[config.mk]
export PLATFORM = sky130hd
export DESIGN_NAME = pcm_highway_port
export DESIGN_NICKNAME = d
export VERILOG_FILES = /design/src/two_entry_buffer.v /design/src/pcm_highway_port.v
export VERILOG_INCLUDE_DIRS = /design/src
export SDC_FILE = /design/constraint.sdc
export NUM_CORES = 1
export LEC_CHECK = 0
export ABC_AREA = 1
export BUFFER_PORTS_ARGS = -buffer_cell sky130_fd_sc_hd__buf_4
export CORE_MARGIN = 4
export CORE_UTILIZATION = 56
export DETAILED_ROUTE_END_ITERATION = 12
export GPL_TIMING_DRIVEN = 0
export PLACE_DENSITY = 0.76
export SYNTH_ARGS = -nofsm -noshare
export SYNTH_HDL_FRONTEND = slang
export SYNTH_SLANG_ARGS = --single-unit
[constraint.sdc]
create_clock -name mclk_in -period 4.4 [get_ports mclk_in]
set_input_delay 0.22 -clock mclk_in [delete_from_list [all_inputs] [get_ports mclk_in]]
set_output_delay 0.22 -clock mclk_in [all_outputs]
set_load 0.01 [all_outputs]
[src/pcm_highway_consts.vh]
`ifndef PCM_HIGHWAY_CONSTS_VH
`define PCM_HIGHWAY_CONSTS_VH
// ----------------------------------------
// register addresses
// ----------------------------------------
`define ADDR_MODE_SELECT   7'h21
`define ADDR_TX_START_LOW  7'h22
`define ADDR_TX_START_HIGH 7'h23
`define ADDR_RX_START_LOW  7'h24
`define ADDR_RX_START_HIGH 7'h25
`define ADDR_TX_GAIN       7'h26
`define RESET_BYTE         8'h00
// ----------------------------------------
// mode select fields
// ----------------------------------------
`define BIT_LOOPBACK       7
`define BIT_RELEASE_MODE   6
`define BIT_XFER_ENABLE    5
`define FMT_MSB            4
`define FMT_LSB            3
`define BIT_CLOCK_RATIO    1
`define BIT_RELEASE_EDGE   0
`define FMT_ALAW           2'h0
`define FMT_MULAW          2'h1
`define FMT_LIN8           2'h2
`define FMT_LIN16          2'h3
// ----------------------------------------
// gain fields
// ----------------------------------------
`define BIT_TX_DIRECTION   4
`define TX_GAIN_MAX_DB     4'hC
// ----------------------------------------
// serial control frame
// ----------------------------------------
`define SPI_HDR_BITS       5'h07
`define SPI_LAST_BIT       5'h0F
`define SPI_DONE           5'h10
// ----------------------------------------
// input synchroniser lanes
// ----------------------------------------
`define IN_SCLK            0
`define IN_CS_N            1
`define IN_SDI             2
`define IN_PCLK            3
`define IN_FRAME           4
`define IN_DRX             5
`define ALAW_XOR           8'h55
`define MULAW_CLIP         16'h1FDE
`define MULAW_BIAS         16'h0021
`define POS_MAX            11'h7FF
`endif

[src/two_entry_buffer.v]
`timescale 1ns/1ps
`default_nettype none
module two_entry_buffer #(
  parameter WIDTH = 16
) (
  input  wire             mclk_in,
  input  wire             nrst_in,
  input  wire [WIDTH-1:0] in_data_in,
  input  wire             in_valid_in,
  output wire             in_ready_out,
  output wire [WIDTH-1:0] out_data_out,
  output wire             out_valid_out,
  input  wire             out_ready_in
);
  reg [WIDTH-1:0] head_ff;
  reg [WIDTH-1:0] spare_ff;
  reg             head_v_ff;
  reg             spare_v_ff;
  reg             ready_ff;
  wire            push;
  wire            pop;
  // ready mirrors a free spare entry, kept as its own flop for the port
  assign push          = in_valid_in & ready_ff;
  assign pop           = head_v_ff & out_ready_in;
  assign in_ready_out  = ready_ff;
  assign out_data_out  = head_ff;
  assign out_valid_out = head_v_ff;
  // ----------------------------------------
  // head is the output word, spare absorbs one stall
  // ----------------------------------------
  always @(posedge mclk_in or negedge nrst_in)
  begin
    if (!nrst_in)
    begin
      head_ff    <= {WIDTH{1'b0}};
      spare_ff   <= {WIDTH{1'b0}};
      head_v_ff  <= 1'b0;
      spare_v_ff <= 1'b0;
      ready_ff   <= 1'b1;
    end
    else if (!head_v_ff)
    begin
      if (push)
      begin
        head_ff   <= in_data_in;
        head_v_ff <= 1'b1;
      end
    end
    else if (!pop)
    begin
      if (push)
      begin
        spare_ff   <= in_data_in;
        spare_v_ff <= 1'b1;
        ready_ff   <= 1'b0;
      end
    end
    else if (spare_v_ff)
    begin
      head_ff    <= spare_ff;
      spare_v_ff <= 1'b0;
      ready_ff   <= 1'b1;
    end
    else if (push)
      head_ff <= in_data_in;
    else
      head_v_ff <= 1'b0;
  end
endmodule // two_entry_buffer
`default_nettype wire

[src/pcm_highway_port.v]
// Contract
// - loopback bit high routes line samples rx filter back to tx filter
// - release mode 0 frees sdo at cs rise, 1 at last sclk rise
// - highway transfers happen only while the transfer enable bit is one
// - format 00 carries a-law, 01 mu-law, both signed magnitude
// - format 10 sends upper eight bits of sixteen bit sample
// - format 11 sends full sixteen bit two's complement samples
// - ratio bit picks one or two bit clocks per data bit
// - release edge bit frees last transmit bit on rising or falling edge
// - transmit starts after ten bit count of bit clocks past frame strobe
// - receive starts after its own ten bit count past frame strobe
// - direction bit picks whether higher step codes gain or attenuate
// - each step is one decibel, gain up to 12, attenuation to 15
// - step code zero applies no gain and no attenuation
// - gain direction codes with top two bits set saturate at 12 db
`timescale 1ns/1ps
`default_nettype none
`include "pcm_highway_consts.vh"
module pcm_highway_port (
  input  wire        mclk_in,
  input  wire        nrst_in,
  input  wire        sclk_in,
  input  wire        cs_n_in,
  input  wire        sdi_in,
  output wire        sdo_out,
  output wire        sdo_oe_out,
  input  wire        pclk_in,
  input  wire        frame_strobe_in,
  input  wire        pcm_rx_in,
  output wire        pcm_tx_out,
  output wire        pcm_tx_oe_out,
  input  wire [15:0] tx_sample_in,
  input  wire        tx_valid_in,
  output wire        tx_ready_out,
  output wire [15:0] rx_sample_out,
  output wire        rx_valid_out,
  input  wire        rx_ready_in,
  output wire        analog_loopback_enable_out,
  output wire [3:0]  tx_gain_db_out,
  output wire        tx_attenuate_out
);
  // ----------------------------------------
  // input synchronisers
  // ----------------------------------------
  reg  [5:0] s1_ff;
  reg  [5:0] s2_ff;
  reg  [5:0] s3_ff;
  reg  [5:0] st_ff;
  wire [5:0] agree  = ~(s2_ff ^ s3_ff);
  wire [5:0] nxt_st = (agree & s3_ff) | (~agree & st_ff);
  wire [5:0] rise   = nxt_st & ~st_ff;
  wire [5:0] fall   = ~nxt_st & st_ff;
  always @(posedge mclk_in or negedge nrst_in)
  begin
    if (!nrst_in)
    begin
      // idle pin levels, so no false select edge follows reset
      s1_ff <= 6'h02;
      s2_ff <= 6'h02;
      s3_ff <= 6'h02;
      st_ff <= 6'h02;
    end
    else
    begin
      s1_ff <= {pcm_rx_in, frame_strobe_in, pclk_in, sdi_in, cs_n_in, sclk_in};
      s2_ff <= s1_ff;
      s3_ff <= s2_ff;
      st_ff <= nxt_st;
    end
  end
  // ----------------------------------------
  // configuration registers
  // ----------------------------------------
  reg  [7:0] mode_ff;
  reg  [7:0] txs_lo_ff;
  reg  [1:0] txs_hi_ff;
  reg  [7:0] rxs_lo_ff;
  reg  [1:0] rxs_hi_ff;
  reg  [4:0] gain_ff;
  wire [1:0] fmt      = mode_ff[`FMT_MSB:`FMT_LSB];
  wire       ratio    = mode_ff[`BIT_CLOCK_RATIO];
  wire       enable   = mode_ff[`BIT_XFER_ENABLE];
  wire [9:0] tx_start = {txs_hi_ff, txs_lo_ff};
  wire [9:0] rx_start = {rxs_hi_ff, rxs_lo_ff};
  // ----------------------------------------
  // serial control port
  // ----------------------------------------
  reg  [15:0] shift_ff;
  reg  [4:0]  bitcnt_ff;
  reg         rd_req_ff;
  reg  [6:0]  addr_ff;
  reg  [7:0]  rd_shift_ff;
  reg         sdo_ff;
  reg         sdo_oe_ff;
  wire        cs_low   = ~st_ff[`IN_CS_N];
  wire        sdi      = st_ff[`IN_SDI];
  wire        sck_up   = cs_low & rise[`IN_SCLK];
  wire        sck_dn   = cs_low & fall[`IN_SCLK];
  wire [6:0]  hdr_addr = {shift_ff[5:0], sdi};
  wire        wr_stb   = sck_up & (bitcnt_ff == `SPI_LAST_BIT) & ~rd_req_ff;
  wire [7:0]  wr_data  = {shift_ff[6:0], sdi};
  wire [7:0]  rd_val   = (hdr_addr == `ADDR_MODE_SELECT)   ? mode_ff :
                         (hdr_addr == `ADDR_TX_START_LOW)  ? txs_lo_ff :
                         (hdr_addr == `ADDR_TX_START_HIGH) ? {6'h00, txs_hi_ff} :
                         (hdr_addr == `ADDR_RX_START_LOW)  ? rxs_lo_ff :
                         (hdr_addr == `ADDR_RX_START_HIGH) ? {6'h00, rxs_hi_ff} :
                         (hdr_addr == `ADDR_TX_GAIN)       ? {3'h0, gain_ff} : 8'h00;
  always @(posedge mclk_in or negedge nrst_in)
  begin
    if (!nrst_in)
    begin
      shift_ff    <= 16'h0000;
      bitcnt_ff   <= 5'h00;
      rd_req_ff   <= 1'b0;
      addr_ff     <= 7'h00;
      rd_shift_ff <= 8'h00;
      sdo_ff      <= 1'b0;
      sdo_oe_ff   <= 1'b0;
    end
    else if (rise[`IN_CS_N])
    begin
      bitcnt_ff <= 5'h00;
      sdo_oe_ff <= 1'b0;
    end
    else if (fall[`IN_CS_N])
      bitcnt_ff <= 5'h00;
    else if (sck_up && bitcnt_ff != `SPI_DONE)
    begin
      shift_ff  <= {shift_ff[14:0], sdi};
      bitcnt_ff <= bitcnt_ff + 5'h01;
      if (bitcnt_ff == `SPI_HDR_BITS)
      begin
        rd_req_ff   <= shift_ff[6];
        addr_ff     <= hdr_addr;
        rd_shift_ff <= rd_val;
      end
      if (bitcnt_ff == `SPI_LAST_BIT && mode_ff[`BIT_RELEASE_MODE])
        sdo_oe_ff <= 1'b0;
    end
    else if (sck_dn && rd_req_ff && bitcnt_ff > `SPI_HDR_BITS && bitcnt_ff < `SPI_DONE)
    begin
      sdo_ff      <= rd_shift_ff[7];
      rd_shift_ff <= {rd_shift_ff[6:0], 1'b0};
      sdo_oe_ff   <= 1'b1;
    end
  end
  // reserved bit two is stored as written; software keeps it zero
  always @(posedge mclk_in or negedge nrst_in)
  begin
    if (!nrst_in)
    begin
      mode_ff   <= `RESET_BYTE;
      txs_lo_ff <= `RESET_BYTE;
      txs_hi_ff <= 2'h0;
      rxs_lo_ff <= `RESET_BYTE;
      rxs_hi_ff <= 2'h0;
      gain_ff   <= 5'h00;
    end
    else if (wr_stb)
    begin
      case (addr_ff)
        `ADDR_MODE_SELECT:   mode_ff   <= wr_data;
        `ADDR_TX_START_LOW:  txs_lo_ff <= wr_data;
        `ADDR_TX_START_HIGH: txs_hi_ff <= wr_data[1:0];
        `ADDR_RX_START_LOW:  rxs_lo_ff <= wr_data;
        `ADDR_RX_START_HIGH: rxs_hi_ff <= wr_data[1:0];
        `ADDR_TX_GAIN:       gain_ff   <= wr_data[4:0];
        default:             gain_ff   <= gain_ff;
      endcase
    end
  end
  // ----------------------------------------
  // companding encoder
  // ----------------------------------------
  function [7:0] compand;
    input [15:0] x;
    input        mu;
    reg   [15:0] mag;
    reg   [15:0] sh;
    reg   [2:0]  ex;
    integer      i;
    begin
      mag = x[15] ? (~x + 16'h0001) : x;
      mag = mu ? (mag >> 2) : (mag >> 3);
      if (mu)
        mag = ((mag > `MULAW_CLIP) ? `MULAW_CLIP : mag) + `MULAW_BIAS;
      ex = 3'h0;
      for (i = 5; i < 13; i = i + 1)
        if (mag[i] && (mu || i < 12))
          ex = i[2:0] - (mu ? 3'h5 : 3'h4);
      // four-bit shift count: top segment needs a shift of eight
      sh = (mu || ex != 3'h0) ? (mag >> ({1'b0, ex} + {3'h0, mu})) : (mag >> 1);
      compand = mu ? ~{x[15], ex, sh[3:0]} : ({~x[15], ex, sh[3:0]} ^ `ALAW_XOR);
    end
  endfunction
  // ----------------------------------------
  // highway framing
  // ----------------------------------------
  reg  [10:0] pos_ff;
  reg         frame_ok_ff;
  reg         fs_prev_ff;
  reg         upd_ff;
  reg  [15:0] tx_word_ff;
  reg         tx_ff;
  reg         tx_oe_ff;
  reg  [15:0] rx_word_ff;
  reg         rx_push_ff;
  wire        pclk_up  = rise[`IN_PCLK];
  wire        fs_new   = pclk_up & st_ff[`IN_FRAME] & ~fs_prev_ff;
  wire        wide     = (fmt == `FMT_LIN16);
  wire [5:0]  span     = (wide ? 6'h10 : 6'h08) << ratio;
  wire [10:0] tx_rel   = pos_ff - {1'b0, tx_start};
  wire [10:0] rx_rel   = pos_ff - {1'b0, rx_start};
  wire        tx_win   = frame_ok_ff & enable & (pos_ff >= {1'b0, tx_start}) &
                         (tx_rel < {5'h00, span});
  wire        rx_win   = frame_ok_ff & enable & (pos_ff >= {1'b0, rx_start}) &
                         (rx_rel < {5'h00, span});
  wire [10:0] tx_bit   = ratio ? (tx_rel >> 1) : tx_rel;
  wire [10:0] rx_bit   = ratio ? (rx_rel >> 1) : rx_rel;
  wire [3:0]  tx_idx   = (wide ? 4'hF : 4'h7) - tx_bit[3:0];
  wire        rx_last  = (rx_bit[4:0] == (wide ? 5'h0F : 5'h07));
  wire [15:0] buf_data;
  wire        buf_valid;
  wire        tx_pop   = fs_new & enable & buf_valid;
  wire [15:0] src      = buf_valid ? buf_data : 16'h0000;
  wire [7:0]  code     = compand(src, fmt[0]);
  wire [15:0] fmt_word = (fmt == `FMT_LIN16) ? src :
                         (fmt == `FMT_LIN8) ? {8'h00, src[15:8]} : {8'h00, code};
  always @(posedge mclk_in or negedge nrst_in)
  begin
    if (!nrst_in)
    begin
      pos_ff      <= 11'h000;
      frame_ok_ff <= 1'b0;
      fs_prev_ff  <= 1'b0;
      upd_ff      <= 1'b0;
      tx_word_ff  <= 16'h0000;
      tx_ff       <= 1'b0;
      tx_oe_ff    <= 1'b0;
      rx_word_ff  <= 16'h0000;
      rx_push_ff  <= 1'b0;
    end
    else
    begin
      upd_ff     <= pclk_up;
      rx_push_ff <= 1'b0;
      if (pclk_up)
      begin
        fs_prev_ff <= st_ff[`IN_FRAME];
        if (fs_new)
        begin
          pos_ff      <= 11'h000;
          frame_ok_ff <= 1'b1;
          tx_word_ff  <= fmt_word;
        end
        else if (pos_ff != `POS_MAX)
          pos_ff <= pos_ff + 11'h001;
      end
      // bits change one mclk after the rising bit clock edge
      if (upd_ff)
      begin
        if (tx_win)
        begin
          tx_ff    <= tx_word_ff[tx_idx];
          tx_oe_ff <= 1'b1;
        end
        else
          tx_oe_ff <= 1'b0;
      end
      else if (fall[`IN_PCLK])
      begin
        if (mode_ff[`BIT_RELEASE_EDGE] && tx_win && tx_rel == {5'h00, span} - 11'h001)
          tx_oe_ff <= 1'b0;
        // two-clock bits are sampled in their first period
        if (rx_win && !(ratio && rx_rel[0]))
        begin
          rx_word_ff <= {rx_word_ff[14:0], st_ff[`IN_DRX]};
          rx_push_ff <= rx_last;
        end
      end
    end
  end
  // ----------------------------------------
  // sample buffers
  // ----------------------------------------
  wire [15:0] rx_fmt   = (fmt == `FMT_LIN8) ? {rx_word_ff[7:0], 8'h00} :
                         (fmt == `FMT_LIN16) ? rx_word_ff : {8'h00, rx_word_ff[7:0]};
  two_entry_buffer #(.WIDTH(16)) tx_buf (
    .mclk_in       (mclk_in),
    .nrst_in       (nrst_in),
    .in_data_in    (tx_sample_in),
    .in_valid_in   (tx_valid_in),
    .in_ready_out  (tx_ready_out),
    .out_data_out  (buf_data),
    .out_valid_out (buf_valid),
    .out_ready_in  (tx_pop)
  );
  // a word arriving while both entries are held is dropped; the link cannot stall
  two_entry_buffer #(.WIDTH(16)) rx_buf (
    .mclk_in       (mclk_in),
    .nrst_in       (nrst_in),
    .in_data_in    (rx_fmt),
    .in_valid_in   (rx_push_ff),
    .in_ready_out  (),
    .out_data_out  (rx_sample_out),
    .out_valid_out (rx_valid_out),
    .out_ready_in  (rx_ready_in)
  );
  // ----------------------------------------
  // coarse transmit gain
  // ----------------------------------------
  reg  [4:0] gain_out_ff;
  wire [3:0] step      = gain_ff[3:0];
  wire       nxt_atten = gain_ff[`BIT_TX_DIRECTION] & (step != 4'h0);
  wire [3:0] nxt_db    = (!nxt_atten && step[3:2] == 2'h3) ? `TX_GAIN_MAX_DB : step;
  always @(posedge mclk_in or negedge nrst_in)
  begin
    if (!nrst_in)
      gain_out_ff <= 5'h00;
    else
      gain_out_ff <= {nxt_atten, nxt_db};
  end
  assign sdo_out                    = sdo_ff;
  assign sdo_oe_out                 = sdo_oe_ff;
  assign pcm_tx_out                 = tx_ff;
  assign pcm_tx_oe_out              = tx_oe_ff;
  assign analog_loopback_enable_out = mode_ff[`BIT_LOOPBACK];
  assign tx_gain_db_out             = gain_out_ff[3:0];
  assign tx_attenuate_out           = gain_out_ff[4];
endmodule // pcm_highway_port
`default_nettype wire

== Word level (Yosys, flattened, before mapping) ==
Cells that the tools add are included.
Operators by class
  bitwise operators: 41
  shift-type cells: 2
  multiplexer cells: 80
  add/sub/neg operators: 17
  reductions and logical operators: 46
  $lt $le $gt $ge: 8
  eq/ne operators: 28
Operators with widths (count)
  $mux W16: 13
  $eq A7 B6 Y1 const B: 12
  $mux W8: 9
  $mux W5: 7
  $mux W1: 32
  $mux W14: 2
  $mux W3: 8
  $reduce_and A2 Y1: 12
  $ge A11 B10 Y1: 2
  $lt A11 B6 Y1: 2
  $mux W11: 2
  $sub A11 B10 Y11: 2
  $reduce_and A3 Y1: 7
  $mux W4: 5
  $and A1 B1 Y1: 18
  $add A16 B1 Y16 const B: 1
  $not A16 Y16: 1
  $add A14 B6 Y15 const B: 1
  $mux W15: 1
  $shr A15 B4 Y4: 1
  $gt A14 B13 Y1 const B: 1
  $and A6 B6 Y6: 2
  $not A4 Y4: 3
  $not A6 Y6: 2
  35 further kinds: 76
Word-level totals
  output and inout bits: 28
  input port bits: 26
  bits in registers: 211
  logic and storage cells: 259

== Depth between registers and ports, before layout ==
Gate-level depths: netlist of run 1.
  word-level depth: 24
  mapped depth: 47
  depth with buffers taken out: 46

== Cells and area by module ==
Synthesis of run 1 repeated with hierarchy kept, for this count alone.
Unflattened totals
  cell total of the unflattened synthesis: 1658
  area total of the unflattened synthesis: 12624.6 sq um
Modules (own cells, without submodules)
  pcm_highway_port: area an instance 9371.5 sq um, times used 1, cells an instance 1270, sequential area each 3533.4 sq um
  two_entry_buffer: area an instance 1626.6 sq um, times used 2, cells an instance 194, sequential area each 877.1 sq um

== Worst setup path after synthesis of run 1 ==
No wires, ideal clock.
  path kind: reg2reg
  start point: register tx_buf.head_v_ff (netlist: tx_buf.out_valid_out)
  end point: register tx_word_ff[1]
  stages on the path, launching flop included: 45
  buffers on the path: 2
  data required time: 4.323 ns
  period minus slack after synthesis: 4.577 ns
  slack: -0.177 ns
  library setup time: 0.077 ns
  arrival: 4.500 ns
  path through: dfrtp_1 buf_6 nand2_1 nand2_1 nor2_4 nand2_1 nand2_1 nand2_1 nand2_1 nand2_1 nand2_2 nand3_1 nor2_1 nand3_2 nand2_4 inv_2 nand2_1 inv_1 (+9 left out) nand2_1 nand2_1 nand2_1 nand2_1 nand2_1 nand2_1 ha_1 ha_1 inv_1 clkbuf_1 o21ai_0 nand3_1 nand3_1 nand3_1 nand3_1 nand2_1 nand2_1 a21oi_1
On the way
  word-level cells in the longest chain between the ends: 24
  elaborated cells between the ends (all ways): 27
  those cells by class: add/sub (3); order compare (1); shift (1); mux (17); bitwise (2); reduce/logical (3)
Ends and longest elaborated chain
  start: declaration: line two_entry_buffer.v:17  | reg head_v_ff;
  start signal: assignment: line two_entry_buffer.v:37  | head_v_ff <= 1'b0;
  start signal: assignment: line two_entry_buffer.v:46  | head_v_ff <= 1'b1;
  start signal: assignment: line two_entry_buffer.v:67  | head_v_ff <= 1'b0;
  $mux W16 (*): line pcm_highway_port.v:225  | wire [15:0] src = buf_valid ? buf_data : 16'h0000;
  $not A16 Y16: line pcm_highway_port.v:183  | mag = x[15] ? (~x + 16'h0001) : x;
  $add A16 B1 Y16: line pcm_highway_port.v:183
  $mux W16: line pcm_highway_port.v:183
  $mux W14: line pcm_highway_port.v:184  | mag = mu ? (mag >> 2) : (mag >> 3);
  $gt A14 B13 Y1 (no source line)
  $mux W14: line pcm_highway_port.v:186  | mag = ((mag > `MULAW_CLIP) ? `MULAW_CLIP : mag) + `MULAW_BIAS;
  $add A14 B6 Y15 (no source line)
  $mux W15: line pcm_highway_port.v:185  | if (mu)
  $mux W3 (8 in series): line pcm_highway_port.v:189  | if (mag[i] && (mu || i < 12))
  $add A3 B1 Y4 or $reduce_bool A3 Y1 (tied branches): line pcm_highway_port.v:192  | sh = (mu || ex != 3'h0) ? (mag >> ({1'b0, ex} + {3'h0, mu})) : (mag >> 1);
  $shr A15 B4 Y4 or $logic_or A1 B1 Y1 (tied branches): line pcm_highway_port.v:192
  $mux W4: line pcm_highway_port.v:192
  $not A8 Y8: line pcm_highway_port.v:193  | compand = mu ? ~{x[15], ex, sh[3:0]} : ({~x[15], ex, sh[3:0]} ^ `ALAW_XOR);
  $mux W8: line pcm_highway_port.v:193
  $mux W8: line pcm_highway_port.v:228  | (fmt == `FMT_LIN8) ? {8'h00, src[15:8]} : {8'h00, code};
  $mux W16 (*): line pcm_highway_port.v:227  | wire [15:0] fmt_word = (fmt == `FMT_LIN16) ? src :
  end signal: assignment: line pcm_highway_port.v:254  | tx_word_ff <= fmt_word;
  end: declaration: line pcm_highway_port.v:203  | reg [15:0] tx_word_ff;
Mark *: on every way between the ends. The rest lies on a longest branch, timed or not.
A chain may end at the register's enable or synchronous reset.

== Worst setup path after layout of run 1 ==
Ends and elaborated chain as after synthesis.

==> impl_results.html, run 1 <==
<table>
<tr><th>Metric</th><th>Value</th></tr>
<tr><th colspan="2">Status</th></tr>
<tr><td>Run status</td><td>finished, violations left</td></tr>
<tr><td>Violated checks</td><td>setup timing</td></tr>
<tr><th colspan="2">Synthesis</th></tr>
<tr><td>Fraction of registers with async set/reset</td><td>100.0%</td></tr>
<tr><td>Compound-gate portion of the synthesized area</td><td>roughly 16%</td></tr>
<tr><td>Number of cells produced by synthesis</td><td>1,615</td></tr>
<tr><td>Avg Cell Area, Syn</td><td>7.500 µm²</td></tr>
<tr><td>Main combinational cell family by area after synthesis</td><td>simple AND/OR/NAND/NOR gates</td></tr>
<tr><td>Area of the mapped netlist</td><td>12,110 µm²</td></tr>
<tr><td>Cell variety after synth</td><td>between 50 and 60</td></tr>
<tr><td>Post-synth top flop</td><td>sky130_fd_sc_hd__dfrtp_1</td></tr>
<tr><td>Number of nets in the synthesized netlist</td><td>1,682</td></tr>
<tr><td>Multiplexer area fraction after synthesis</td><td>0.9090%</td></tr>
<tr><td>Portion of the post-synthesis area used by sequential elements</td><td>43.65%</td></tr>
<tr><td>Share of the synthesized netlist area taken by xor and xnor gates</td><td>1.374%</td></tr>
<tr><td>Synthesized-area fraction occupied by adder cells</td><td>4.690%</td></tr>
<tr><td>EDFF count, synth</td><td>0</td></tr>
<tr><td>Synth warn</td><td>0</td></tr>
<tr><td>Post-synthesis register bit count</td><td>211</td></tr>
<tr><td>Share of synthesized cell area in and, or, nand and nor gates</td><td>24.50%</td></tr>
<tr><th colspan="2">Die</th></tr>
<tr><td>Die outline width</td><td>~160 µm</td></tr>
<tr><td>I/O pin cnt</td><td>54</td></tr>
<tr><td>Starting utilization of the core area</td><td>57.26%</td></tr>
<tr><td>Height of the chip</td><td>155.1 µm</td></tr>
<tr><td>Die footprint</td><td>24,050 µm²</td></tr>
<tr><td>Core area</td><td>21,150 µm²</td></tr>
<tr><td>Site Rows</td><td>53</td></tr>
<tr><th colspan="2">Clocking</th></tr>
<tr><td>Sinks on the clock net</td><td>between 200 and 250</td></tr>
<tr><td>Bufs on Longest Clock Path</td><td>3</td></tr>
<tr><td>Clock slew at reported path FFs</td><td>0.06 ns</td></tr>
<tr><td>Number of levels the H-tree was split into</td><td>1</td></tr>
<tr><td>Insertion delay to the later sink of the worst-skew pair</td><td>between 0.5 and 0.6 ns</td></tr>
<tr><td>Master cell of the clock root buffer</td><td>sky130_fd_sc_hd__clkbuf_16</td></tr>
<tr><td>CTS tree</td><td>yes</td></tr>
<tr><td>TritonCTS buffer count</td><td>23</td></tr>
<tr><th colspan="2">Placement</th></tr>
<tr><td>Total half-perimeter wirelength after legalization and detailed placement</td><td>22,550 µm</td></tr>
<tr><td>Port Buf Inserts</td><td>53</td></tr>
<tr><td>Cell area after placement</td><td>~13,000 µm²</td></tr>
<tr><td>Final weighted congestion in routability-driven placement</td><td>0.9494</td></tr>
<tr><th colspan="2">Global routing</th></tr>
<tr><td>Gr usage total</td><td>26.38%</td></tr>
<tr><td>Total gr overflow</td><td>0</td></tr>
<tr><td>Initial antenna violation count</td><td>0</td></tr>
<tr><td>Global-route wire length before repair</td><td>53,100 µm</td></tr>
<tr><td>Via count of the first global-routing pass</td><td>10,940</td></tr>
<tr><td>Pin count of the biggest net entering global routing</td><td>between 100 and 150</td></tr>
<tr><th colspan="2">Setup path</th></tr>
<tr><td>Cell type with the highest occurrence count on the critical path</td><td>sky130_fd_sc_hd__buf_4</td></tr>
<tr><td>Worst stage delay on the critical path</td><td>0.51 ns</td></tr>
<tr><td>Critical path type</td><td>register to register</td></tr>
<tr><td>Worst setup SP type</td><td>register</td></tr>
<tr><td>Type of destination of the critical path</td><td>register</td></tr>
<tr><td>Required time at the worst-slack endpoint</td><td>4.77 ns</td></tr>
<tr><td>Slowest stage cell on the critical path</td><td>sky130_fd_sc_hd__dfrtp_2</td></tr>
<tr><td>Arr. time, crit path</td><td>5.08 ns</td></tr>
<tr><td>Critical-path maximum fanout</td><td>8</td></tr>
<tr><th colspan="2">STA</th></tr>
<tr><td>Final-report hold violation count</td><td>0</td></tr>
<tr><td>Max-slew violations</td><td>0</td></tr>
<tr><td>Max frequency</td><td>212.4 MHz</td></tr>
<tr><td>Unrepaired setup endpoints after global routing</td><td>true</td></tr>
<tr><td>Slew of the pin with the lowest slew margin</td><td>0.7569 ns</td></tr>
<tr><td>Relative max-transition margin</td><td>49.54%</td></tr>
<tr><td>Final cycle utilization of the critical path</td><td>107.0%</td></tr>
<tr><td>Max Clock Skew</td><td>~0.032 ns</td></tr>
<tr><td>Setup violators final</td><td>4</td></tr>
<tr><td>Final Critical Period</td><td>about 4.7 ns</td></tr>
<tr><td>Worst setup margin</td><td>-0.3083 ns</td></tr>
<tr><th colspan="2">Cells and area</th></tr>
<tr><td>Sequential standard cell area</td><td>5290 µm²</td></tr>
<tr><td>Count of fill cells added during filler insertion</td><td>between 1,500 and 2,000</td></tr>
<tr><td>Synthesis-to-finish area growth</td><td>24.19%</td></tr>
<tr><td>Combined area of the multi-input logic cells</td><td>6432 µm²</td></tr>
<tr><td>Number of nets in the layout</td><td>1,833</td></tr>
<tr><td>Antenna Diode Count</td><td>0</td></tr>
<tr><td>Final standard cell area without fillers</td><td>15,040 µm²</td></tr>
<tr><td>Fraction of layout instances using a drive strength above 1</td><td>18.28%</td></tr>
<tr><th colspan="2">Drt</th></tr>
<tr><td>WL final</td><td>between 30,000 and 40,000 µm</td></tr>
<tr><td>Routed len/inst</td><td>16.11 µm</td></tr>
<tr><td>Via count of the routed design</td><td>11,770</td></tr>
<tr><td>DRT iter0 DRCs</td><td>978</td></tr>
<tr><td>Drt first pass iters</td><td>5</td></tr>
<tr><td>Number of DRC violations after detailed routing</td><td>0</td></tr>
<tr><td>Detail Route Antenna Nets</td><td>0</td></tr>
<tr><td>Via/cell ratio</td><td>5.721</td></tr>
<tr><th colspan="2">Power and ir drop</th></tr>
<tr><td>Power per unit of standard cell area</td><td>350.5 nW/µm²</td></tr>
<tr><td>Maximum VDD drop</td><td>0.3327 mV</td></tr>
<tr><td>Power Total</td><td>~5.3 mW</td></tr>
<tr><td>Leak Pwr</td><td>7.265 nW</td></tr>
<tr><th colspan="2">Hold path</th></tr>
<tr><td>Tightest Hold Check Type</td><td>primary input to register</td></tr>
<tr><th colspan="2">Job</th></tr>
<tr><td>Max Cap Viol</td><td>0</td></tr>
</table>
cell families (layout without fill, tap and decap cells):
kind of cell    Yosys count  after routing
xor+xnor                 19             19
fa+ha+maj                45             45
buf+inv                 275            443
simple gates            699            699
mux                      10             10
compound gates          356            356
flops                   211            211
critical path: cells and delay by family, from the launching register on:
family	cells	cell delay (ns)
AND/OR/NAND/NOR	18	1.46
flip-flops	1	0.51
buffers and inverters	13	1.66
AO/OA/AOI/OAI	4	0.47
adder cells (fa/ha/maj)	2	0.48
stage by stage:
| stage | setup TNS (ns) | util, % | hold slack (ns) | std cells | setup slack, ns |
|---|---|---|---|---|---|
| floorplan | 0 | - | -0.07559 | 1615 | 0.007599 |
| global placement | -18.36 | 60.86 | 0.3291 | 1943 | -0.8854 |
| detailed placement | -19.67 | 61.02 | 0.2984 | 1944 | -0.9938 |
| CTS | -0.2554 | 69.35 | 0.001927 | 2043 | -0.07989 |
| global route | -3.406 | 71.11 | 0.02210 | 2058 | -0.6072 |
| finish | -1.067 | 71.11 | 0.01179 | 2058 | -0.3083 |
sequential cells by signal (all words and copies together), names as in the netlist, 5 cells and up, named ones only:
name,cells
gain_ff,5
shift_ff,7
rx_word_ff,16
mode_ff,8
bitcnt_ff,5
s3_ff,6
tx_word_ff,16
tx_buf.spare_ff,16
s1_ff,6
tx_buf.out_data_out,16
rx_buf.spare_ff,16
txs_lo_ff,8
rd_shift_ff,8
gain_out_ff,5
rx_buf.out_data_out,16
pos_ff,11
rxs_lo_ff,8
s2_ff,6
addr_ff,7
power by group:
group          switching [mW]  leakage (nW)  internal (mW)  total [mW]
sequential             0.0874          2.68           2.08        2.17
clock                   0.774         0.375           1.14        1.91
combinational           0.744          4.21          0.449        1.19
total                    1.61          7.26           3.67        5.27
placed cells by master, fill, tap and decap left out, types with 35 or more instances in the layout:
cell / synthesis / routed
sky130_fd_sc_hd__ha_1: 39 / 36
sky130_fd_sc_hd__nor2_1: 96 / 81
sky130_fd_sc_hd__dfrtp_1: 205 / 203
sky130_fd_sc_hd__nand2_2: 14 / 41
sky130_fd_sc_hd__o21ai_0: 210 / 201
sky130_fd_sc_hd__inv_1: 211 / 207
sky130_fd_sc_hd__buf_4: 1 / 101
sky130_fd_sc_hd__a21oi_1: 61 / 59
sky130_fd_sc_hd__nand3_1: 86 / 64
sky130_fd_sc_hd__nand2_1: 433 / 382
sky130_fd_sc_hd__clkbuf_1: 41 / 35
synthesized netlist by cell type, types with 4 or more instances:
cell                        number  area share, %
sky130_fd_sc_hd__nand2_1       433             13
sky130_fd_sc_hd__inv_1         211            6.5
sky130_fd_sc_hd__o21ai_0       210            8.7
sky130_fd_sc_hd__dfrtp_1       205             42
sky130_fd_sc_hd__nor2_1         96            3.0
sky130_fd_sc_hd__nand3_1        86            3.6
sky130_fd_sc_hd__a21oi_1        61            2.5
sky130_fd_sc_hd__clkbuf_1       41            1.3
sky130_fd_sc_hd__ha_1           39            4.0
sky130_fd_sc_hd__o22ai_1        28            1.4
sky130_fd_sc_hd__nand4_1        21            1.1
sky130_fd_sc_hd__nor3_1         21           0.87
sky130_fd_sc_hd__nand2_2        14           0.72
sky130_fd_sc_hd__xor2_1         12           0.87
sky130_fd_sc_hd__o211ai_1       10           0.62
sky130_fd_sc_hd__a31oi_1         8           0.41
sky130_fd_sc_hd__mux2_2          8           0.74
sky130_fd_sc_hd__nor4_1          8           0.41
sky130_fd_sc_hd__clkinv_1        7           0.22
sky130_fd_sc_hd__xnor2_1         7           0.51
sky130_fd_sc_hd__buf_2           6           0.25
sky130_fd_sc_hd__dfstp_2         6            1.3
sky130_fd_sc_hd__o21ai_1         6           0.25
sky130_fd_sc_hd__o31ai_1         6           0.37
sky130_fd_sc_hd__a2111oi_0       4           0.29
sky130_fd_sc_hd__buf_1           4           0.12
sky130_fd_sc_hd__inv_2           4           0.12
sky130_fd_sc_hd__maj3_1          4           0.33
sky130_fd_sc_hd__nand3_2         4           0.33
sky130_fd_sc_hd__nor2_2          4           0.21
sky130_fd_sc_hd__o221ai_1        4           0.29
sky130_fd_sc_hd__or2_2           4           0.21
final timing paths:
| path | startpoint | end | slack [ns] | depth (start not counted) |
|---|---|---|---|---|
| hold reg to reg | s1_ff[3]$_DFF_PN0_ | s2_ff[3]$_DFF_PN0_ | 0.35 | 0 |
| hold / removal | tx_sample_in[7] | tx_buf.spare_ff[7]$_DFFE_PN0P_ | 0.01 | 3 |
| min in group asynchronous | nrst_in | rd_shift_ff[1]$_DFFE_PN0P_ | 0.31 | 2 |
| max in group asynchronous | nrst_in | tx_buf.out_valid_out$_DFF_PN0_ | 3.06 | 3 |
| setup / recovery | tx_buf.out_valid_out$_DFF_PN0_ | tx_word_ff[1]$_DFFE_PN0P_ | -0.31 | 37 |
| setup reg to reg | tx_buf.out_valid_out$_DFF_PN0_ | tx_word_ff[1]$_DFFE_PN0P_ | -0.31 | 37 |
routing by layer:
metal,global-route usage [%],vias up,wire [µm]
met4,7.233,0,1255
met3,3.282,114,2620
met2,42.45,529,15060
li1,-,5625,-
met5,0,-,0
met1,38.00,5505,14220
layout make-up:
class                           count  area share [%]
Buffer                             52           1.963
Clock buffer                       32           4.516
Clock inverter                     10          0.5739
Inverter                          222           5.664
Multi-Input combinational cell   1129           42.76
Sequential cell                   211           35.17
Tap cell                          275           2.287
Timing Repair Buffer              127           7.070
repair_timing:
item	in CTS	in global routing
endpoints found under the setup margin	23	21
hold endpoints to repair	113	0
gates resized for setup	129	72
pin swaps	38	28
hold buffers	18	0
gates cloned	3	0
buffers inserted	37	15
(Power assumes the default switching activity.)
==> inputs of run 2 (changes only) <==
--- a/config.mk
+++ b/config.mk
@@ -7,7 +7,7 @@
 export NUM_CORES = 1
 export LEC_CHECK = 0
 export ABC_AREA = 1
-export BUFFER_PORTS_ARGS = -buffer_cell sky130_fd_sc_hd__buf_4
+export BUFFER_PORTS_ARGS = -buffer_cell sky130_fd_sc_hd__buf_2
 export CORE_MARGIN = 4
 export CORE_UTILIZATION = 56
 export DETAILED_ROUTE_END_ITERATION = 12
==> constraint.sdc (replaced) <==
create_clock -name mclk_in -period 4.4 [get_ports mclk_in]
set_input_delay 0.22 -clock mclk_in [delete_from_list [all_inputs] [get_ports mclk_in]]
set_output_delay 0.22 -clock mclk_in [all_outputs]
set_load 0.1 [all_outputs]
==> run 2 against run 1 <==
Effect of this change:
- the flow still finishes with violations (setup timing)
- clock skew is 0.019 ns lower
- final cell count fell by 0.83%
- non-clock buffer count shrank 16
- core utilization is 1.7 points lower
- maximum frequency increased by 1.3%
- register-to-register slack gained 0.06 ns
- clock power up 3%
- critical path depth grew 10
- critical endpoint is now tx_word_ff[3]$_DFFE_PN0P_
==> impl_results.html, run 2 (synthesis results as in run 1) <==
<table>
<tr><th>Metric</th><th>Value</th></tr>
<tr><th colspan="2">Status</th></tr>
<tr><td>Run status</td><td>finished, violations left</td></tr>
<tr><td>Violated checks</td><td>setup timing</td></tr>
<tr><th colspan="2">Setup path</th></tr>
<tr><td>Type of destination of the critical path</td><td>register</td></tr>
<tr><td>Arr. time, crit path</td><td>5.04 ns</td></tr>
<tr><td>Worst setup SP type</td><td>register</td></tr>
<tr><td>Register-to-register path setup slack</td><td>-0.25 ns</td></tr>
<tr><td>Slowest stage cell on the critical path</td><td>sky130_fd_sc_hd__dfrtp_2</td></tr>
<tr><td>Worst stage delay on the critical path</td><td>0.51 ns</td></tr>
<tr><td>Critical-path maximum fanout</td><td>7</td></tr>
<tr><td>Cell type with the highest occurrence count on the critical path</td><td>sky130_fd_sc_hd__nand2_1</td></tr>
<tr><td>Critical path type</td><td>register to register</td></tr>
<tr><td>Required time at the worst-slack endpoint</td><td>4.79 ns</td></tr>
<tr><td>Cell depth of the worst flop-to-flop path</td><td>47</td></tr>
<tr><td>Startpoint of the worst-slack reg-to-reg timing path</td><td>tx_buf.out_valid_out$_DFF_PN0_</td></tr>
<tr><td>Reg2reg end</td><td>tx_word_ff[3]$_DFFE_PN0P_</td></tr>
<tr><th colspan="2">STA</th></tr>
<tr><td>Unrepaired setup endpoints after global routing</td><td>true</td></tr>
<tr><td>Setup violators final</td><td>4</td></tr>
<tr><td>Relative max-transition margin</td><td>approximately half</td></tr>
<tr><td>Final Critical Period</td><td>4.647 ns</td></tr>
<tr><td>Worst setup margin</td><td>-0.2473 ns</td></tr>
<tr><td>Max Clock Skew</td><td>0.01299 ns</td></tr>
<tr><td>Final cycle utilization of the critical path</td><td>105.6%</td></tr>
<tr><td>Final-report hold violation count</td><td>0</td></tr>
<tr><td>Slew of the pin with the lowest slew margin</td><td>roughly 0.76 ns</td></tr>
<tr><td>Max frequency</td><td>215.2 MHz</td></tr>
<tr><td>Max-slew violations</td><td>0</td></tr>
<tr><th colspan="2">Hold path</th></tr>
<tr><td>Hold path startpoint</td><td>tx_sample_in[6]</td></tr>
<tr><td>Tightest Hold Check Type</td><td>primary input to register</td></tr>
<tr><td>WHS Endpoint</td><td>tx_buf.spare_ff[6]$_DFFE_PN0P_</td></tr>
<tr><td>Worst hold path depth</td><td>3</td></tr>
<tr><th colspan="2">Clocking</th></tr>
<tr><td>Clock slew at reported path FFs</td><td>0.06 ns</td></tr>
<tr><td>CTS tree</td><td>yes</td></tr>
<tr><td>Sinks on the clock net</td><td>211</td></tr>
<tr><td>Insertion delay to the later sink of the worst-skew pair</td><td>0.50 ns</td></tr>
<tr><td>Master cell of the clock root buffer</td><td>sky130_fd_sc_hd__clkbuf_16</td></tr>
<tr><td>TritonCTS buffer count</td><td>23</td></tr>
<tr><td>Bufs on Longest Clock Path</td><td>3</td></tr>
<tr><td>Number of levels the H-tree was split into</td><td>1</td></tr>
<tr><th colspan="2">Placement</th></tr>
<tr><td>Final weighted congestion in routability-driven placement</td><td>1.016</td></tr>
<tr><td>Instance count after placement with tap cells included</td><td>1,944</td></tr>
<tr><td>Total half-perimeter wirelength after legalization and detailed placement</td><td>about 23,000 µm</td></tr>
<tr><td>Port Buf Inserts</td><td>53</td></tr>
<tr><td>Cell area after placement</td><td>12,780 µm²</td></tr>
<tr><td>Setup slack after placement</td><td>-0.9132 ns</td></tr>
<tr><th colspan="2">Cells and area</th></tr>
<tr><td>Fraction of layout instances using a drive strength above 1</td><td>~18%</td></tr>
<tr><td>Antenna Diode Count</td><td>0</td></tr>
<tr><td>Layout Cells excl Fill</td><td>approximately 2,000</td></tr>
<tr><td>Count of fill cells added during filler insertion</td><td>1,648</td></tr>
<tr><td>Most common library cell in the layout ignoring fill and taps</td><td>sky130_fd_sc_hd__nand2_1</td></tr>
<tr><td>Number of nets in the layout</td><td>around 1,800</td></tr>
<tr><td>Sequential standard cell area</td><td>roughly 5300 µm²</td></tr>
<tr><td>Synthesis-to-finish area growth</td><td>21.21%</td></tr>
<tr><td>Combined area of the multi-input logic cells</td><td>approximately 6300 µm²</td></tr>
<tr><td>Commonest cells after routing, fill and taps aside</td><td>sky130_fd_sc_hd__nand2_1 (384), sky130_fd_sc_hd__inv_1 (208), sky130_fd_sc_hd__dfrtp_1 (203)</td></tr>
<tr><td>Final standard cell area without fillers</td><td>14,680 µm²</td></tr>
<tr><th colspan="2">Drt</th></tr>
<tr><td>Via/cell ratio</td><td>~5.7</td></tr>
<tr><td>WL final</td><td>around 33,000 µm</td></tr>
<tr><td>Drt first pass iters</td><td>6</td></tr>
<tr><td>Detail Route Antenna Nets</td><td>0</td></tr>
<tr><td>Number of DRC violations after detailed routing</td><td>0</td></tr>
<tr><td>DRT iter0 DRCs</td><td>1,136</td></tr>
<tr><td>Routed len/inst</td><td>15.99 µm</td></tr>
<tr><td>Via count of the routed design</td><td>11,590</td></tr>
<tr><th colspan="2">Job</th></tr>
<tr><td>Max Cap Viol</td><td>0</td></tr>
<tr><th colspan="2">Die</th></tr>
<tr><td>Die outline width</td><td>155.1 µm</td></tr>
<tr><td>Site Rows</td><td>53</td></tr>
<tr><td>I/O pin cnt</td><td>between 50 and 60</td></tr>
<tr><td>Core area</td><td>21,150 µm²</td></tr>
<tr><td>Height of the chip</td><td>155.1 µm</td></tr>
<tr><td>Die footprint</td><td>approximately 24,000 µm²</td></tr>
<tr><td>Starting utilization of the core area</td><td>57.26%</td></tr>
<tr><th colspan="2">Power and ir drop</th></tr>
<tr><td>Power per unit of standard cell area</td><td>361.3 nW/µm²</td></tr>
<tr><td>Maximum VDD drop</td><td>0.2824 mV</td></tr>
<tr><td>Leak Pwr</td><td>about 7.1 nW</td></tr>
<tr><th colspan="2">Global routing</th></tr>
<tr><td>Initial antenna violation count</td><td>0</td></tr>
<tr><td>Global-route wire length before repair</td><td>~53,000 µm</td></tr>
<tr><td>Via count of the first global-routing pass</td><td>10,860</td></tr>
<tr><td>Pin count of the biggest net entering global routing</td><td>116</td></tr>
<tr><td>Gr usage total</td><td>26.34%</td></tr>
<tr><td>Total gr overflow</td><td>0</td></tr>
</table>
run 2: area by class of cell:
cell class | count | share of cell area, %
plain buffers | 52 | 1.994
clock buffers | 31 | 4.397
clock inverters | 10 | 0.8863
inverters | 222 | 5.804
multi-input cells | 1129 | 43.24
flip-flops and latches | 211 | 36.03
well taps | 275 | 2.344
repair buffers | 111 | 5.301
run 2: routing by layer:
layer / up-vias / global-route usage (%) / routed length, µm
li1: 5586 / - / -
met1: 5458 / 37.67 / 14290
met2: 471 / 42.43 / 15110
met3: 71 / 4.256 / 2412
met4: 0 / 6.224 / 834
met5: - / 0 / 0
run 2: how the worst max path moves through the flow:
stage | endpoint | cells past startpoint | from | slack, ns
4_1_cts | tx_word_ff[3]$_DFFE_PN0P_ | 47 | tx_buf.out_valid_out$_DFF_PN0_ | -0.06
2_1_floorplan | tx_word_ff[1]$_DFFE_PN0P_ | 44 | tx_buf.out_valid_out$_DFF_PN0_ | 0.008
3_3_place_gp | rx_word_ff[3]$_DFFE_PN0P_ | 21 | mode_ff[3]$_DFFE_PN0P_ | -0.88
5_1_grt | tx_word_ff[3]$_DFFE_PN0P_ | 47 | tx_buf.out_valid_out$_DFF_PN0_ | -0.55
3_5_place_dp | tx_word_ff[3]$_DFFE_PN0P_ | 40 | mode_ff[3]$_DFFE_PN0P_ | -0.91
6_report | tx_word_ff[3]$_DFFE_PN0P_ | 47 | tx_buf.out_valid_out$_DFF_PN0_ | -0.25
run 2: through the flow:
step / util, % / hold slack [ns] / setup TNS (ns) / total power, mW
after detailed placement: 60.41 / 0.2940 / -18.63 / 3.334
final: 69.40 / 0.01284 / -0.8439 / 5.305
after global routing: 69.40 / 0.009376 / -2.271 / 5.608
after global placement: 60.23 / 0.3260 / -85.94 / 3.290
after floorplan: - / -0.07559 / 0 / 3.041
after CTS: 67.95 / 0.0008756 / -0.1586 / 5.322
run 2: where the power goes:
part	switching, mW	internal (mW)
logic	0.731	0.438
registers	0.0910	2.08
clock network	0.761	1.20
total	1.58	3.72
run 2: repair_timing:
| item | in CTS | in global routing |
|---|---|---|
| cloned | 4 | 0 |
| setup buffers | 28 | 13 |
| endpoints found under the setup margin | 23 | 21 |
| pin swaps | 39 | 37 |
| hold buffers | 12 | 0 |
| hold endpoints to repair | 106 | 0 |
| gates resized for setup | 121 | 67 |
run 2: worst max-delay path: cells and delay by family (launching register included):
family        cells  cell delay, ns
simple gates     40            3.08
flops             1            0.51
fa+ha+maj         2            0.50
buf+inv           5            0.46
